==> src/shared/rmid_consts.vh <==
// register offsets and constants for the raw measurement and id bank
`ifndef RMID_CONSTS_VH
`define RMID_CONSTS_VH
`define RMID_ADDR_W 8
`define RMID_DATA_W 8
`define RMID_MEAS_W 24
`define RMID_CH0_B0 8'h59
`define RMID_CH0_B1 8'h5A
`define RMID_CH0_B2 8'h5B
`define RMID_CH1_B0 8'h5C
`define RMID_CH1_B1 8'h5D
`define RMID_CH1_B2 8'h5E
`define RMID_CH2_B0 8'h5F
`define RMID_CH2_B1 8'h60
`define RMID_CH2_B2 8'h61
`define RMID_CH3_B0 8'h62
`define RMID_CH3_B1 8'h63
`define RMID_CH3_B2 8'h64
`define RMID_MAKER_LO 8'hFC
`define RMID_MAKER_HI 8'hFD
`define RMID_PART_LO 8'hFE
`define RMID_PART_HI 8'hFF
`define RMID_MEAS_RST 24'h000000
`define RMID_BYTE_ZERO 8'h00
`endif

==> src/hdl/rmid_meas_hold.v <==
// one channel's 24-bit measurement holding register
`include "rmid_consts.vh"
module rmid_meas_hold #(
  parameter WIDTH = `RMID_MEAS_W
) (
  input wire mclk_in, // device clock
  input wire rst_in, // async reset, active high
  input wire ce_in, // clock enable
  input wire load_in, // engine load strobe
  input wire [WIDTH-1:0] value_in, // engine value
  output reg [WIDTH-1:0] value_out // held value
);
  always @(posedge mclk_in or posedge rst_in) begin
    if (rst_in) begin
      value_out <= `RMID_MEAS_RST;
    end else if (ce_in && load_in) begin
      value_out <= value_in;
    end
  end
endmodule // rmid_meas_hold

==> src/hdl/rmid_regs.v <==
// read-only raw measurement and identity register bank
`include "rmid_consts.vh"
// Contract
// - channel 0 bytes at 0x59..0x5B
// - channel 1 bytes at 0x5C..0x5E
// - channel 2 bytes at 0x5F..0x61
// - channel 3 bytes at 0x62..0x64
// - measurement bytes read-only, zero after reset
// - fixed maker code at 0xFC/0xFD
// - fixed part code at 0xFE/0xFF
module rmid_regs #(
  parameter CHANNELS = 4,
  parameter [15:0] MAKER_CODE = 16'hA5C3, // arbitrary value
  parameter [15:0] PART_CODE = 16'h1234 // arbitrary value
) (
  input wire mclk_in, // device clock
  input wire rst_in, // async reset, active high
  input wire ce_in, // clock enable, freezes state when low
  input wire [CHANNELS-1:0] meas_load_in, // per-channel load strobe
  input wire [CHANNELS*`RMID_MEAS_W-1:0] meas_value_in, // packed values
  input wire rd_en_in, // register read strobe
  input wire wr_en_in, // register write strobe
  input wire [`RMID_ADDR_W-1:0] addr_in, // register offset
  input wire [`RMID_DATA_W-1:0] wdata_in, // write data, discarded
  output reg [`RMID_DATA_W-1:0] rdata_out, // read data, registered
  output reg rvalid_out, // read data valid pulse
  output reg wack_out, // write accepted pulse
  output reg hit_out // last access hit a mapped offset
);
  wire [CHANNELS*`RMID_MEAS_W-1:0] held;
  reg [`RMID_DATA_W-1:0] rdata_nxt;
  reg hit_nxt;

  genvar g;
  generate
    for (g = 0; g < CHANNELS; g = g + 1) begin : g_ch
      rmid_meas_hold #(
        .WIDTH(`RMID_MEAS_W)
      ) u_hold (
        .mclk_in(mclk_in),
        .rst_in(rst_in),
        .ce_in(ce_in),
        .load_in(meas_load_in[g]),
        .value_in(meas_value_in[g*`RMID_MEAS_W +: `RMID_MEAS_W]),
        .value_out(held[g*`RMID_MEAS_W +: `RMID_MEAS_W])
      );
    end
  endgenerate

  // byte select within a 24-bit word, lowest byte first
  function [`RMID_DATA_W-1:0] pick_byte;
    input [`RMID_MEAS_W-1:0] word;
    input [1:0] sel;
    begin
      case (sel)
        2'h0: pick_byte = word[7:0];
        2'h1: pick_byte = word[15:8];
        2'h2: pick_byte = word[23:16];
        default: pick_byte = `RMID_BYTE_ZERO;
      endcase
    end
  endfunction

  always @* begin
    rdata_nxt = `RMID_BYTE_ZERO;
    hit_nxt = 1'b1;
    case (addr_in)
      `RMID_CH0_B0: rdata_nxt = pick_byte(held[23:0], 2'h0);
      `RMID_CH0_B1: rdata_nxt = pick_byte(held[23:0], 2'h1);
      `RMID_CH0_B2: rdata_nxt = pick_byte(held[23:0], 2'h2);
      `RMID_CH1_B0: rdata_nxt = pick_byte(held[47:24], 2'h0);
      `RMID_CH1_B1: rdata_nxt = pick_byte(held[47:24], 2'h1);
      `RMID_CH1_B2: rdata_nxt = pick_byte(held[47:24], 2'h2);
      `RMID_CH2_B0: rdata_nxt = pick_byte(held[71:48], 2'h0);
      `RMID_CH2_B1: rdata_nxt = pick_byte(held[71:48], 2'h1);
      `RMID_CH2_B2: rdata_nxt = pick_byte(held[71:48], 2'h2);
      `RMID_CH3_B0: rdata_nxt = pick_byte(held[95:72], 2'h0);
      `RMID_CH3_B1: rdata_nxt = pick_byte(held[95:72], 2'h1);
      `RMID_CH3_B2: rdata_nxt = pick_byte(held[95:72], 2'h2);
      `RMID_MAKER_LO: rdata_nxt = MAKER_CODE[7:0];
      `RMID_MAKER_HI: rdata_nxt = MAKER_CODE[15:8];
      `RMID_PART_LO: rdata_nxt = PART_CODE[7:0];
      `RMID_PART_HI: rdata_nxt = PART_CODE[15:8];
      default: hit_nxt = 1'b0;
    endcase
  end

  // wdata_in never reaches storage: every offset here is read-only
  always @(posedge mclk_in or posedge rst_in) begin
    if (rst_in) begin
      rdata_out <= `RMID_BYTE_ZERO;
      rvalid_out <= 1'b0;
      wack_out <= 1'b0;
      hit_out <= 1'b0;
    end else if (ce_in) begin
      rvalid_out <= rd_en_in;
      wack_out <= wr_en_in && !rd_en_in;
      if (rd_en_in) begin
        rdata_out <= rdata_nxt;
      end
      if (rd_en_in || wr_en_in) begin
        hit_out <= hit_nxt;
      end
    end
  end
endmodule // rmid_regs

==> config.mk <==
export PLATFORM = sky130hd
export DESIGN_NAME = rmid_regs
export DESIGN_NICKNAME = d
export VERILOG_FILES = /design/src/hdl/rmid_meas_hold.v /design/src/hdl/rmid_regs.v
export VERILOG_INCLUDE_DIRS = /design/src /design/src/shared
export SDC_FILE = /design/constraint.sdc
export NUM_CORES = 1
export LEC_CHECK = 0
export BUFFER_PORTS_ARGS = -buffer_cell sky130_fd_sc_hd__clkbuf_2
export CAP_MARGIN = 10
export CORE_UTILIZATION = 53
export CTS_CLUSTER_SIZE = 30
export DETAILED_ROUTE_END_ITERATION = 8
export HOLD_SLACK_MARGIN = 0.03
export PLACE_DENSITY = 0.76
export SLEW_MARGIN = 20
export SYNTH_ARGS = -nofsm -noshare
export SYNTH_HDL_FRONTEND = slang
export SYNTH_SLANG_ARGS = --single-unit
==> constraint.sdc <==
create_clock -name mclk_in -period 4.5 [get_ports mclk_in]
set_clock_uncertainty 0.15 [all_clocks]
set_input_delay 0.225 -clock mclk_in [delete_from_list [all_inputs] [get_ports mclk_in]]
set_output_delay 0.225 -clock mclk_in [all_outputs]
set_load 0.01 [all_outputs]
==> reports/results.ini <==
[outcome]
outcome=completed

[synth]
ys_seq_area_share_pct=51.3
synthDistinctLibCells=62
postSynthCellCount=396
synth_warnings=0
yosysTopAreaCellShare_pct=51.3
synth_ff_type=dfrtp_1
async_flop_share_pct=100
netlist_area_sq_mm=0.00522
synth_edf_count=0
synth_area_leaders=dfrtp_1 51%, mux2_2 22%, mux2i_1 1.7%
synth_largest_area_cell=dfrtp_1
ys_ff_latch=107
syn-num-nets=517
syn_area_per_cell_sq_um=13.2

[sta]
drv_slew=0
period_minus_slack_ns=2.14
finalCritPeriodShare_pct=47.5
holdWs_ns=0.0999
rsz0062_at_grt=false
fmax_mhz=468
report.final.setup_viol=0
tns_ns=0
finalHoldViolCount=0
relSlewSlack_pct=26.0
worst_slack_ns=2.36
worstMarginPinSlew_ns=1.11

[clock_network]
cts_setup_buffers=0
cts_made_buffers=9
cts_root_buf=clkbuf_8
cts.path.max_buffers=2
ctsResizeCount=0
clock_sinks=107
clkTransAtPathRegs_ns=0.11
cts_tree=built
clock_latency_ns=0.37
h-tree-depth=3

[final_layout]
final_common_cell=clkbuf_2
syn_to_final_growth_pct=33.7
fillers=669
drive_gt1_share_pct=44.2
diodes=0
final_cell_mix=123 x clkbuf_2, 107 x dfrtp_1, 103 x mux2_2
multi_input_area_sq_mm=0.00232
fin_nets=723
regArea_sq_mm=0.00268

[routing]
final_antenna_net_count=0
wl_per_cell_um=17.7
drtIter0Drc=205
finalWirelength_um=13100
drc=0
firstDrtPassIters=6
viasPerCell=5.55
vias=4083

[worst_setup_path]
max_stage_delay_ns=0.58
cp.required_ns=4.59
cp.arrival_ns=2.22
crit_path_max_fanout=37
path_cells=clkbuf_2 -> or2_2 -> o211ai_1 -> a32oi_1 -> nor3_2 -> a311oi_1
cp-end-kind=flip-flop
start_kind=input pin
critical_path_class=input pin to flip-flop
cp_slowest_cell=or2_2

[global_routing]
grtUsageTotal_pct=27.1
antenna_found_initial=0
grt_pass1_wl_um=20800
first_global_vias=4306
grt_max_degree=78
overflow=0

[die]
start_util_pct=55.7
core-area_sq_mm=0.00937
dieArea_sq_mm=0.0102
io_pins=132
die_width_um=101
die_height_um=101
rows=35

[place]
portBuffers=123
hpwl_um=8300
gp_congestion=0.900
pre_cts_ws_ns=2.02

[power]
total_leakage_power_nw=3.11
p_per_area_mw_per_mm2=310
vdd_ir_drop_max_mv=0.201

[min_path]
hp-class=input pin to flip-flop

[job]
drv_cap=0

==> routing by layer <==
metal	wire [um]	track usage [%]	vias up
met2	6700	48.1	149
met3	731	6.28	14
met4	206	7.47	0
met5	0	0	-
met1	5430	33.2	2031
li1	-	-	1889
==> where the power goes <==
group / total [mW] / leakage, nW / switching [mW] / internal, mW
Clock: 0.556 / 0.0908 / 0.334 / 0.222
Combinational: 0.441 / 1.75 / 0.178 / 0.263
Sequential: 1.17 / 1.27 / 0.0707 / 1.10
Total: 2.16 / 3.11 / 0.583 / 1.58
==> through the flow <==
stage	power (mW)	area, sq um	util [%]	std cells
after floorplan	1.43	5220	-	396
after CTS	2.17	6970	74.4	736
after global placement	1.54	5790	61.8	621
final	2.16	6980	74.4	736
after global routing	2.27	6980	74.4	736
after detailed placement	1.56	5790	61.8	621
==> registers in the layout, summed over array words and instances (netlist names) <==
signal	count
hit_out	1
rdata_out	8
wack_out	1
rvalid_out	1
g_ch.u_hold.value_out	96
==> worst max-delay path: cells and delay by family <==
kind,cells,cell delay [ns]
AND/OR/NAND/NOR,2,1.03
buffers and inverters,1,0.52
AO/OA/AOI/OAI,3,0.42
==> worst paths after layout <==
| check | from | end | slack [ns] | cells past startpoint |
|---|---|---|---|---|
| min in group asynchronous | rst_in | g_ch[2].u_hold.value_out[8] | 0.44 | 3 |
| setup / recovery | addr_in[1] | rdata_out[5] | 2.36 | 6 |
| max in group asynchronous | rst_in | g_ch[0].u_hold.value_out[9] | 2.78 | 4 |
| setup reg to reg | g_ch[3].u_hold.value_out[11] | rdata_out[3] | 2.80 | 4 |
| hold reg to reg | hit_out | hit_out | 0.35 | 2 |
| hold / removal | ce_in | rvalid_out | 0.1 | 2 |
==> cell families after synthesis <==
family	share of synthesized area, %
and+or+nand+nor	7.65
AOI/OAI and AO/OA	11.0
DFF	51.3
buffers and inverters	4.36
muxes	25.7
==> synth_stat cells, drive strengths merged (5+ instances only) <==
master  count
mux2i       9
nand3      14
a22o        5
o21ai      13
a21oi       8
buf        18
dfrtp     107
nor2        9
nand2      12
mux2      103
clkbuf     10
a221oi      6
a22oi       6
a211oi      7
nor2b       8
==> layout make-up <==
| class | instances | area share [%] |
|---|---|---|
| clock buffers | 10 | 1.97 |
| flip-flops and latches | 107 | 38.4 |
| repair buffers | 223 | 23.1 |
| inverters | 4 | 0.251 |
| well taps | 129 | 2.31 |
| clock inverters | 6 | 0.699 |
| multi-input cells | 257 | 33.2 |
==> what timing repair did <==
| item | 4_1_cts | 5_1_grt |
|---|---|---|
| hold buffers | 99 | 0 |
| endpoints found under the setup margin | 0 | 0 |
| endpoints found under the hold margin | 173 | 0 |
No activity file was read; power rests on OpenSTA's default activity.
